$ cat src/logic/mxoc_regs.vh
`ifndef MXOC_REGS_VH
`define MXOC_REGS_VH
// Contract
// (RULE1) Three 8-bit fill colour registers at 03, 04, 05: red, green, blue.
// (RULE2) Overlay latency 14 cycles when output control bit 7 low, else 12.
// (RULE3) Alpha table bit 5 low: 9-bit alpha direct; high: table lookup.
// (RULE4) Bypass bit 4 high passes pixels unmodified; low: mix only if pin high.
// (RULE5) In bypass, output control bit 3 picks channel: low A, high B.
// (RULE6) Output control bit 2 enables mixed output drivers; low high-impedance.
// (RULE7) Output control bit 1 inverts output bits 15 and 7.
// (RULE8) Sync/blank delay 15 clocks when converter bit 5 low, 2 when high.
// (RULE9) Converter bit 4 inverts chroma MSBs for the converters; the code does so only while converter bit 0 is low.
// (RULE10) Converter bit 3 enables converters; low powers them down.
// (RULE11) Converter bit 2 selects 7.5 IRE blanking setup, else 0 IRE.
// (RULE12) Converter bit 0 converts converter data from YCbCr to GBR.
// (RULE13) Read-only revision at 08 and chip type at 09.
// (RULE14) Crosspoint codes can feed the mixer from the fill registers.
// (RULE15) Two-bit converter source picks A, B or mixed; fourth code reserved.

// ----------------------------------------
// Register addresses
// ----------------------------------------
`define MXOC_ADDR_RED      4'h3
`define MXOC_ADDR_GRN      4'h4
`define MXOC_ADDR_BLU      4'h5
`define MXOC_ADDR_OUTCTL   4'h6
`define MXOC_ADDR_DACCTL   4'h7
`define MXOC_ADDR_REV      4'h8
`define MXOC_ADDR_TYPE     4'h9

// ----------------------------------------
// Field positions
// ----------------------------------------
`define MXOC_OC_LAT        7
`define MXOC_OC_ALUT       5
`define MXOC_OC_PASS       4
`define MXOC_OC_ABSEL      3
`define MXOC_OC_MOUT       2
`define MXOC_OC_MMSB       1
`define MXOC_OC_FMT        0
`define MXOC_DC_DLY        5
`define MXOC_DC_FMT        4
`define MXOC_DC_AWAKE      3
`define MXOC_DC_SETUP      2
`define MXOC_DC_MAT        0

// ----------------------------------------
// Reset values and masks
// ----------------------------------------
`define MXOC_RST_BYTE      8'h00
`define MXOC_OC_RDMASK     8'hDF
`define MXOC_DC_WRMASK     8'h3D
// Arbitrary neutral identity values
`define MXOC_REV_CODE      8'h01
`define MXOC_TYPE_CODE     8'h5A

// ----------------------------------------
// Pipeline counts
// ----------------------------------------
`define MXOC_LAT_LONG      14
`define MXOC_LAT_SHORT     12
`define MXOC_SB_LONG       15
`define MXOC_SB_SHORT      2
`endif

$ cat src/logic/mxoc_delay.v
`include "mxoc_regs.vh"
// ----------------------------------------
// Selectable-length delay line
// ----------------------------------------
module mxoc_delay #(
   parameter W     = 1,
   parameter LONG  = 15,
   parameter SHORT = 2
) (
   input  wire         clk_sys,
   input  wire         srst,
   input  wire         sel_short,
   input  wire [W-1:0] din,
   output wire [W-1:0] dout
);
   reg [W-1:0] stage_r [0:LONG-1];
   genvar i;
   generate
      for (i = 0; i < LONG; i = i + 1) begin : g_stage
         always @(posedge clk_sys) begin
            if (srst)
               stage_r[i] <= {W{1'b0}};
            else if (i == 0)
               stage_r[i] <= din;
            else
               stage_r[i] <= stage_r[(i == 0) ? 0 : i - 1];
         end
      end
   endgenerate
   assign dout = sel_short ? stage_r[SHORT-1] : stage_r[LONG-1];
endmodule

$ cat src/logic/mxoc_csc.v
`include "mxoc_regs.vh"
// ----------------------------------------
// YCbCr to GBR, offset-binary chroma
// ----------------------------------------
module mxoc_csc (
   input  wire        clk_sys,
   input  wire        srst,
   input  wire [23:0] ycc,
   output reg  [23:0] gbr
);
   // Shift-add BT.601 approximation keeps it multiplier free
   // Y in the top byte, Cb and Cr below, as on the mixed port
   wire signed [10:0] y  = {3'b000, ycc[23:16]};
   wire signed [10:0] cb = {3'b000, ycc[15:8]} - 11'sd128;
   wire signed [10:0] cr = {3'b000, ycc[7:0]} - 11'sd128;
   wire signed [10:0] r  = y + cr + (cr >>> 1) - (cr >>> 3);
   wire signed [10:0] g  = y - (cb >>> 2) - (cr >>> 1) - (cr >>> 3);
   wire signed [10:0] b  = y + cb + (cb >>> 1) + (cb >>> 2);

   function [7:0] clip;
      input signed [10:0] v;
      begin
         if (v < 0)
            clip = 8'h00;
         else if (v > 255)
            clip = 8'hFF;
         else
            clip = v[7:0];
      end
   endfunction

   always @(posedge clk_sys) begin
      if (srst)
         gbr <= 24'h000000;
      else
         gbr <= {clip(g), clip(b), clip(r)};
   end
endmodule

$ cat src/logic/mxoc_top.v
`include "mxoc_regs.vh"
module mxoc_top (
   input  wire        clk_sys,
   input  wire        srst,
   // Microprocessor port, asynchronous pins
   input  wire        cs_n,
   input  wire        wr_n,
   input  wire [3:0]  addr,
   input  wire [7:0]  data_in,
   output reg  [7:0]  data_out,
   output reg         data_oe,
   // Pixel path
   input  wire [23:0] channel_a_pixels,
   input  wire [23:0] channel_b_pixels,
   input  wire [2:0]  crosspoint_select,
   input  wire [1:0]  converter_source_select,
   input  wire [8:0]  alpha_in,
   input  wire        bypass_enable_pin,
   input  wire [7:0]  overlay_in,
   input  wire        sync_n_in,
   input  wire        blank_n_in,
   output reg  [7:0]  overlay_out,
   output reg  [23:0] mix_out,
   output reg  [23:0] mix_oe,
   output reg         output_packing_format,
   output reg  [23:0] conv_data,
   output reg         conv_sync_n,
   output reg         conv_blank_n,
   output reg         conv_awake,
   output reg         conv_setup
);
   // ----------------------------------------
   // Pin synchronisers
   // ----------------------------------------
   reg        cs_s1_r;
   reg        cs_s2_r;
   reg        wr_s1_r;
   reg        wr_s2_r;
   reg [3:0]  addr_s1_r;
   reg [3:0]  addr_s2_r;
   reg [7:0]  din_s1_r;
   reg [7:0]  din_s2_r;
   reg        cs_d_r;

   always @(posedge clk_sys) begin
      if (srst) begin
         cs_s1_r   <= 1'b1;
         cs_s2_r   <= 1'b1;
         wr_s1_r   <= 1'b1;
         wr_s2_r   <= 1'b1;
         addr_s1_r <= 4'h0;
         addr_s2_r <= 4'h0;
         din_s1_r  <= 8'h00;
         din_s2_r  <= 8'h00;
         cs_d_r    <= 1'b1;
      end else begin
         cs_s1_r   <= cs_n;
         cs_s2_r   <= cs_s1_r;
         wr_s1_r   <= wr_n;
         wr_s2_r   <= wr_s1_r;
         addr_s1_r <= addr;
         addr_s2_r <= addr_s1_r;
         din_s1_r  <= data_in;
         din_s2_r  <= din_s1_r;
         cs_d_r    <= cs_s2_r;
      end
   end

   // Write commits on rising select, after data has settled
   wire wr_stb = ~cs_d_r & cs_s2_r & ~wr_s2_r;
   wire rd_act = ~cs_s2_r & wr_s2_r;

   // ----------------------------------------
   // Register file
   // ----------------------------------------
   reg [7:0] fill_red_value_r;
   reg [7:0] fill_green_value_r;
   reg [7:0] fill_blue_value_r;
   reg [7:0] output_control_r;
   reg [7:0] converter_control_r;
   reg [7:0] rd_nxt;

   always @(posedge clk_sys) begin
      if (srst) begin
         fill_red_value_r    <= `MXOC_RST_BYTE;
         fill_green_value_r  <= `MXOC_RST_BYTE;
         fill_blue_value_r   <= `MXOC_RST_BYTE;
         output_control_r    <= `MXOC_RST_BYTE;
         converter_control_r <= `MXOC_RST_BYTE;
      end else if (wr_stb) begin
         case (addr_s2_r)
            // (RULE1) fill colour writes
            `MXOC_ADDR_RED:    fill_red_value_r   <= din_s2_r;
            `MXOC_ADDR_GRN:    fill_green_value_r <= din_s2_r;
            `MXOC_ADDR_BLU:    fill_blue_value_r  <= din_s2_r;
            `MXOC_ADDR_OUTCTL: output_control_r   <= din_s2_r;
            `MXOC_ADDR_DACCTL:
               converter_control_r <= din_s2_r & `MXOC_DC_WRMASK;
            default: ;
         endcase
      end
   end

   always @* begin
      case (addr_s2_r)
         `MXOC_ADDR_RED:    rd_nxt = fill_red_value_r;
         `MXOC_ADDR_GRN:    rd_nxt = fill_green_value_r;
         `MXOC_ADDR_BLU:    rd_nxt = fill_blue_value_r;
         // Table enable is write only, reads zero
         `MXOC_ADDR_OUTCTL: rd_nxt = output_control_r & `MXOC_OC_RDMASK;
         `MXOC_ADDR_DACCTL: rd_nxt = converter_control_r;
         // (RULE13) identification readback
         `MXOC_ADDR_REV:    rd_nxt = `MXOC_REV_CODE;
         `MXOC_ADDR_TYPE:   rd_nxt = `MXOC_TYPE_CODE;
         default:           rd_nxt = 8'h00;
      endcase
   end

   always @(posedge clk_sys) begin
      if (srst) begin
         data_out <= 8'h00;
         data_oe  <= 1'b0;
      end else begin
         data_out <= rd_act ? rd_nxt : 8'h00;
         data_oe  <= rd_act;
      end
   end

   wire oc_lat   = output_control_r[`MXOC_OC_LAT];
   wire oc_alut  = output_control_r[`MXOC_OC_ALUT];
   wire oc_pass  = output_control_r[`MXOC_OC_PASS];
   wire oc_absel = output_control_r[`MXOC_OC_ABSEL];
   wire oc_mout  = output_control_r[`MXOC_OC_MOUT];
   wire oc_mmsb  = output_control_r[`MXOC_OC_MMSB];
   wire dc_dly   = converter_control_r[`MXOC_DC_DLY];
   wire dc_fmt   = converter_control_r[`MXOC_DC_FMT];
   wire dc_mat   = converter_control_r[`MXOC_DC_MAT];

   // ----------------------------------------
   // Alpha table
   // ----------------------------------------
   // Table contents are not loadable here; identity ramp plus unity code
   reg [8:0] alpha_table [0:255];
   reg [8:0] alpha_r;
   integer k;
   always @(posedge clk_sys) begin
      if (srst) begin
         for (k = 0; k < 256; k = k + 1)
            alpha_table[k] <= (k == 255) ? 9'h100 : k[8:0];
      end
   end

   always @(posedge clk_sys) begin
      if (srst)
         alpha_r <= 9'h000;
      // (RULE3) table or direct alpha
      else if (oc_alut)
         alpha_r <= alpha_table[alpha_in[7:0]];
      else
         alpha_r <= alpha_in;
   end

   // ----------------------------------------
   // Crosspoint and mixer
   // ----------------------------------------
   // Port order is G/Y, B/Cb, R/Cr from the top byte down
   wire [23:0] fill_pix = {fill_green_value_r, fill_blue_value_r,
                           fill_red_value_r};
   reg  [23:0] v1_r;
   reg  [23:0] v2_r;
   reg  [23:0] mixed_r;
   reg  [23:0] mix_nxt;
   reg  [23:0] mix_pre_r;

   always @(posedge clk_sys) begin
      if (srst) begin
         v1_r <= 24'h000000;
         v2_r <= 24'h000000;
      end else begin
         // (RULE14) fill source on crosspoint
         case (crosspoint_select)
            3'h0: begin v1_r <= channel_a_pixels; v2_r <= channel_b_pixels; end
            3'h1: begin v1_r <= channel_a_pixels; v2_r <= fill_pix; end
            3'h2: begin v1_r <= channel_b_pixels; v2_r <= channel_a_pixels; end
            3'h3: begin v1_r <= channel_b_pixels; v2_r <= fill_pix; end
            3'h4: begin v1_r <= fill_pix; v2_r <= channel_a_pixels; end
            3'h5: begin v1_r <= fill_pix; v2_r <= channel_b_pixels; end
            default: begin v1_r <= channel_a_pixels; v2_r <= channel_b_pixels; end
         endcase
      end
   end

   // Per-component (v1 - v2) * alpha / 256 + v2
   genvar c;
   generate
      for (c = 0; c < 3; c = c + 1) begin : g_mix
         wire [7:0]  p1 = v1_r[c*8+7:c*8];
         wire [7:0]  p2 = v2_r[c*8+7:c*8];
         wire [17:0] prod = ({10'h000, p1} * {9'h000, alpha_r})
                          + ({10'h000, p2} * ({9'h000, 9'h100} - {9'h000, alpha_r}));
         always @(posedge clk_sys) begin
            if (srst)
               mixed_r[c*8+7:c*8] <= 8'h00;
            else
               mixed_r[c*8+7:c*8] <= prod[15:8];
         end
      end
   endgenerate

   reg        pin_s1_r;
   reg        pin_s2_r;
   reg [23:0] a_d1_r;
   reg [23:0] b_d1_r;
   reg [23:0] a_d2_r;
   reg [23:0] b_d2_r;
   always @(posedge clk_sys) begin
      if (srst) begin
         pin_s1_r <= 1'b0;
         pin_s2_r <= 1'b0;
         a_d1_r   <= 24'h000000;
         b_d1_r   <= 24'h000000;
         a_d2_r   <= 24'h000000;
         b_d2_r   <= 24'h000000;
      end else begin
         pin_s1_r <= bypass_enable_pin;
         pin_s2_r <= pin_s1_r;
         a_d1_r   <= channel_a_pixels;
         b_d1_r   <= channel_b_pixels;
         a_d2_r   <= a_d1_r;
         b_d2_r   <= b_d1_r;
      end
   end

   always @* begin
      // (RULE4) bypass or gated mixing
      if (oc_pass | ~pin_s2_r)
         // (RULE5) channel choice in bypass
         mix_nxt = oc_absel ? b_d2_r : a_d2_r;
      else
         mix_nxt = mixed_r;
   end

   always @(posedge clk_sys) begin
      if (srst) begin
         mix_pre_r             <= 24'h000000;
         mix_out               <= 24'h000000;
         mix_oe                <= 24'h000000;
         output_packing_format <= 1'b0;
      end else begin
         mix_pre_r <= mix_nxt;
         // (RULE7) invert output chroma MSBs
         mix_out <= mix_pre_r ^ {8'h00, oc_mmsb, 7'h00, oc_mmsb, 7'h00};
         // (RULE6) output driver enable
         mix_oe  <= {24{oc_mout}};
         output_packing_format <= output_control_r[`MXOC_OC_FMT];
      end
   end

   // ----------------------------------------
   // Overlay pipe
   // ----------------------------------------
   wire [7:0] ovl_dly;
   // (RULE2) overlay latency select
   mxoc_delay #(
      .W     (8),
      .LONG  (`MXOC_LAT_LONG - 1),
      .SHORT (`MXOC_LAT_SHORT - 1)
   ) u_ovl (
      .clk_sys   (clk_sys),
      .srst      (srst),
      .sel_short (oc_lat),
      .din       (overlay_in),
      .dout      (ovl_dly)
   );

   // ----------------------------------------
   // Converter path
   // ----------------------------------------
   reg  [23:0] conv_src_r;
   wire [23:0] conv_gbr;
   wire [1:0]  sb_dly;
   always @(posedge clk_sys) begin
      if (srst)
         conv_src_r <= 24'h000000;
      else begin
         // (RULE15) converter source choice
         case (converter_source_select)
            2'h0:    conv_src_r <= a_d1_r;
            2'h1:    conv_src_r <= b_d1_r;
            2'h2:    conv_src_r <= mix_pre_r;
            default: conv_src_r <= 24'h000000;
         endcase
      end
   end

   mxoc_csc u_csc (
      .clk_sys (clk_sys),
      .srst    (srst),
      .ycc     (conv_src_r),
      .gbr     (conv_gbr)
   );

   // Active-high copies, so the zero reset flush reads as idle
   // (RULE8) sync and blank delay
   mxoc_delay #(
      .W     (2),
      .LONG  (`MXOC_SB_LONG - 1),
      .SHORT (`MXOC_SB_SHORT - 1)
   ) u_sb (
      .clk_sys   (clk_sys),
      .srst      (srst),
      .sel_short (dc_dly),
      .din       ({~sync_n_in, ~blank_n_in}),
      .dout      (sb_dly)
   );

   always @(posedge clk_sys) begin
      if (srst) begin
         overlay_out  <= 8'h00;
         conv_data    <= 24'h000000;
         conv_sync_n  <= 1'b1;
         conv_blank_n <= 1'b1;
         conv_awake   <= 1'b0;
         conv_setup   <= 1'b0;
      end else begin
         overlay_out  <= ovl_dly;
         // (RULE12) matrix, (RULE9) chroma offset
         conv_data    <= dc_mat ? conv_gbr :
                         conv_src_r ^ {8'h00, dc_fmt, 7'h00, dc_fmt, 7'h00};
         conv_sync_n  <= ~sb_dly[1];
         conv_blank_n <= ~sb_dly[0];
         // (RULE10) converter power
         conv_awake   <= converter_control_r[`MXOC_DC_AWAKE];
         // (RULE11) blanking setup level
         conv_setup   <= converter_control_r[`MXOC_DC_SETUP];
      end
   end
endmodule

$ cat config.mk
export PLATFORM = sky130hd
export DESIGN_NAME = mxoc_top
export DESIGN_NICKNAME = d
export VERILOG_FILES = /design/src/logic/mxoc_delay.v /design/src/logic/mxoc_csc.v /design/src/logic/mxoc_top.v
export VERILOG_INCLUDE_DIRS = /design/src /design/src/logic
export SDC_FILE = /design/constraint.sdc
export NUM_CORES = 2
export LEC_CHECK = 0
export ABC_AREA = 0
export BUFFER_PORTS_ARGS = -buffer_cell sky130_fd_sc_hd__buf_4
export CAP_MARGIN = 20
export CORE_ASPECT_RATIO = 0.7
export CORE_MARGIN = 8
export CORE_UTILIZATION = 60
export CTS_CLUSTER_DIAMETER = 120
export DETAILED_ROUTE_END_ITERATION = 10
export PLACE_DENSITY = 0.78
export SETUP_SLACK_MARGIN = 0.1
export SYNTH_ARGS = -nofsm -noshare
export SYNTH_HDL_FRONTEND = slang
export SYNTH_SLANG_ARGS = --single-unit
$ cat constraint.sdc
create_clock -name clk_sys -period 11.7 [get_ports clk_sys]
set_input_delay 0.585 -clock clk_sys [delete_from_list [all_inputs] [get_ports clk_sys]]
set_output_delay 0.585 -clock clk_sys [all_outputs]
set_load 0.05 [all_outputs]
==> results.toml <==
[status]
status = "finished clean"

[floorplanning]
die-area_um2 = 64900
initial_core_util = 0.604
rows = 73
die_y_um = 216
coreArea_um2 = 56500
ios = 183
die_w_um = 301

[setup_path]
cp-startpoint = "alpha_r[1]$_SDFF_PP0_"
crit_required_ns = 12.13
cp.arrival_ns = 8.15
r2r_cells = 24
reg2reg_from = "alpha_r[1]$_SDFF_PP0_"
crit_type = "flop to flop"
startpoint_type = "flop"
ff2ff_setup_slack_ns = 3.98
rr_endpoint = "mixed_r[23]$_SDFF_PP0_"
crit_end = "mixed_r[23]$_SDFF_PP0_"
worstPathMaxFanout = 27
endpoint_kind = "flop"

[yosys]
synth_top_family_by_area = "adder cells"
syn_area_um2 = 34100
synth_xor_area_frac = 0.0261
yosysWarnings = 0
synthMuxAreaShare = 0.0455
synth-compound-area-share = 0.0639
syn_area_per_cell_um2 = 9.68
synth_ff_type = "dfxtp_1"
synth-seq-cells = 520
yosysUniqueCellTypes = 62
synth-adder-area-share = 0.312
synth_edf_count = 0
synth_seq_area_share = 0.305
synth_cells = 3526
synthesis.nets = 4219
async_reset_ff_frac = 0
yosys.area_share.simple = 0.165

[timing]
fin_worst_skew_ns = 0.0285
rsz0062_at_grt = "false"
post-route-period-util = 0.660
drv_slew = 0
finalSetupTns_ns = 0
maxSlewHeadroom = 0.257
hold_viol_final = 0
max_freq_mhz = 130
setup_violations = 0
timing.final.crit_period_ns = 7.72
worst_pin_slew_ns = 1.11

[routing]
drcViolationCount = 0
routed_wl_mm = 81.7
via_per_inst = 5.42
ant_nets = 0
num_vias = 23600
first_pass_iters = 8
drtIter0Drc = 2081
avgRoutedWirePerCell_um = 18.7

[power]
power.share.sequential = 0.361
vdd_drop_max_uv = 109
p_per_area_nw_per_um2 = 146
swShare = 0.357
comb_power_share = 0.364
pwr-share-clk = 0.275
p_switching_w = 0.00195
p_int_w = 0.00351
p_leak_nw = 17.6
total_power_w = 0.00545

[cells_and_area]
fillCellCount = 4404
seq_area_um2 = 10400
drive_above_1_share = 0.0862
multi_input_area_um2 = 20900
fin_util = 0.660
final_area_um2 = 37300
synthToLayoutAreaGrowth_pct = 9.30
nets = 4273

[global_routing]
grt-ovfl-total = 0
grt_pass1_vias = 24200
grt_max_degree = 180
track_usage = 0.254
grt_first_pass_wirelength_mm = 133
antenna_found_initial = 3

[clock_network]
cts_sinks = 520
clock_latency_ns = 0.59
hold_buffers = 0
htree_levels = 2
clk_path_buf_depth = 3
cts_setup_buffers = 0
cts_inserted_buffers = 45
cts_tree = "built"
clkTransAtPathRegs_ns = 0.09
post_cts_resized = 0
root_buffer = "clkbuf_16"

[placement]
gp_congestion = 0.905
place_area_um2 = 35800
hpwl_mm = 62.9
portBuffers = 182

[min_path]
hold_class = "primary input to flop"

[job]
cap_violations = 0
==> cell usage in the layout (no fill, tap or decap), types with 4 or more instances in the layout <==
cell type	Yosys	layout
inv_1	524	524
dfxtp_1	520	520
fa_1	411	411
nor2b_1	311	309
nand2_1	292	292
and2_1	217	217
buf_4	23	209
nor2_1	208	206
ha_1	193	193
mux2i_1	145	145
a21oi_1	95	95
a211oi_1	81	81
xnor2_1	64	64
clkbuf_16	0	45
a22oi_1	35	35
o21ai_0	34	34
xor2_1	28	28
a21o_1	20	20
nor3_1	16	16
o21a_1	10	10
and3_1	10	10
o211ai_1	9	9
nand3_1	8	8
mux2_2	7	7
clkinv_2	0	7
nand2b_1	7	6
or2_2	6	6
nand4_1	6	6
o21bai_1	6	6
a31oi_1	6	6
clkbuf_1	154	6
clkbuf_8	0	5
a311oi_1	4	4
and4_1	4	4
==> worst max-delay path, stage by stage, from the launching register on <==
cell and delay (ns):
dfxtp_1 1.07, nor2_1 0.14, and3b_1 0.26, xnor2_1 0.46, buf_4 0.36, nand2_1 0.12
fa_1 0.56, inv_1 0.05, fa_1 0.50, inv_1 0.06, fa_1 0.53, inv_1 0.05
fa_1 0.45, fa_1 0.49, inv_1 0.05, fa_1 0.47, inv_1 0.04, ha_1 0.18
nor3_1 0.28, o211ai_1 0.19, a311oi_1 0.58, nor2_1 0.19, a211oi_1 0.29, xnor2_1 0.15
nor2_1 0.05
==> layout make-up <==
type,instances,area share
Tap cell,750,0.0251
Timing Repair Buffer,211,0.0430
Sequential cell,520,0.279
Multi-Input combinational cell,2278,0.561
Clock buffer,56,0.0326
Clock inverter,20,0.00674
Antenna cell,3,0.000201
Inverter,524,0.0527
==> through the flow <==
step                hold slack, ns  setup WS (ns)  std cells
floorplan                    0.389           5.08       3526
global placement             0.392           4.44       4283
detailed placement           0.392           4.19       4283
CTS                          0.130           4.11       4359
global route                 0.133           3.63       4362
finish                       0.159           3.98       4362
==> routing by layer <==
metal,global-route usage,vias up,part of all wire
met5,0,-,0
li1,-,11000,-
met1,0.380,11600,0.46
met2,0.376,960,0.43
met4,0.0537,0,0.021
met3,0.0529,119,0.091
==> logic make-up after synthesis <==
| family | Yosys count |
|---|---|
| AND/OR/NAND/NOR | 1101 |
| buffers and inverters | 728 |
| adder cells (fa/ha/maj) | 604 |
| flip-flops | 520 |
| AO/OA/AOI/OAI | 324 |
| multiplexers | 153 |
| XOR/XNOR | 96 |
==> synth_stat cells (4+ instances only) <==
| cell | count | share of area |
|---|---|---|
| a211oi_1 | 81 | 0.018 |
| a21o_1 | 20 | 0.0044 |
| a21oi_1 | 95 | 0.014 |
| a22oi_1 | 35 | 0.0077 |
| a311oi_1 | 4 | 0.0010 |
| a31oi_1 | 6 | 0.0011 |
| and2_1 | 217 | 0.040 |
| and3_1 | 10 | 0.0018 |
| and4_1 | 4 | 0.0010 |
| buf_1 | 24 | 0.0026 |
| buf_4 | 23 | 0.0051 |
| clkbuf_1 | 154 | 0.017 |
| dfxtp_1 | 520 | 0.30 |
| fa_1 | 411 | 0.24 |
| ha_1 | 193 | 0.071 |
| inv_1 | 524 | 0.058 |
| mux2_2 | 7 | 0.0023 |
| mux2i_1 | 145 | 0.043 |
| nand2_1 | 292 | 0.032 |
| nand2b_1 | 7 | 0.0013 |
| nand3_1 | 8 | 0.0012 |
| nand4_1 | 6 | 0.0011 |
| nor2_1 | 208 | 0.023 |
| nor2b_1 | 311 | 0.057 |
| nor3_1 | 16 | 0.0023 |
| o211ai_1 | 9 | 0.0020 |
| o21a_1 | 10 | 0.0022 |
| o21ai_0 | 34 | 0.0050 |
| o21bai_1 | 6 | 0.0013 |
| or2_2 | 6 | 0.0011 |
| xnor2_1 | 64 | 0.016 |
| xor2_1 | 28 | 0.0072 |
==> flip-flops by register name, summed over array words and instances, names as in the netlist, 9 cells and up <==
signal,cells
u_ovl.stage_r,104
u_sb.stage_r,28
a_d1_r,24
a_d2_r,24
b_d1_r,24
b_d2_r,24
conv_data,24
conv_src_r,24
mix_out,24
mix_pre_r,24
mixed_r,24
u_csc.gbr,24
v1_r,24
v2_r,24
alpha_r,9
==> power by group through the flow <==
stage / combinational (W) / sequential [W] / clock [W]
3_5_place_dp: 0.00196 / 0.00201 / 0
4_1_cts: 0.00199 / 0.00197 / 0.00152
6_report: 0.00198 / 0.00197 / 0.00150
2_1_floorplan: 0.00147 / 0.00196 / 0
3_3_place_gp: 0.00190 / 0.00201 / 0
5_1_grt: 0.00228 / 0.00198 / 0.00159
==> worst min-delay path by stage <==
stage / start / to / slack, ns / depth (start not counted)
2_1_floorplan: cs_s1_r$_SDFF_PP1_ / cs_s2_r$_SDFF_PP1_ / 0.39 / 1
3_5_place_dp: cs_s1_r$_SDFF_PP1_ / cs_s2_r$_SDFF_PP1_ / 0.39 / 1
5_1_grt: blank_n_in / u_sb.stage_r[0][0]$_SDFF_PP0_ / 0.13 / 2
6_report: blank_n_in / u_sb.stage_r[0][0]$_SDFF_PP0_ / 0.16 / 2
3_3_place_gp: cs_s1_r$_SDFF_PP1_ / cs_s2_r$_SDFF_PP1_ / 0.39 / 1
4_1_cts: blank_n_in / u_sb.stage_r[0][0]$_SDFF_PP0_ / 0.13 / 2
Note: power is estimated with default switching activity, not from simulation.
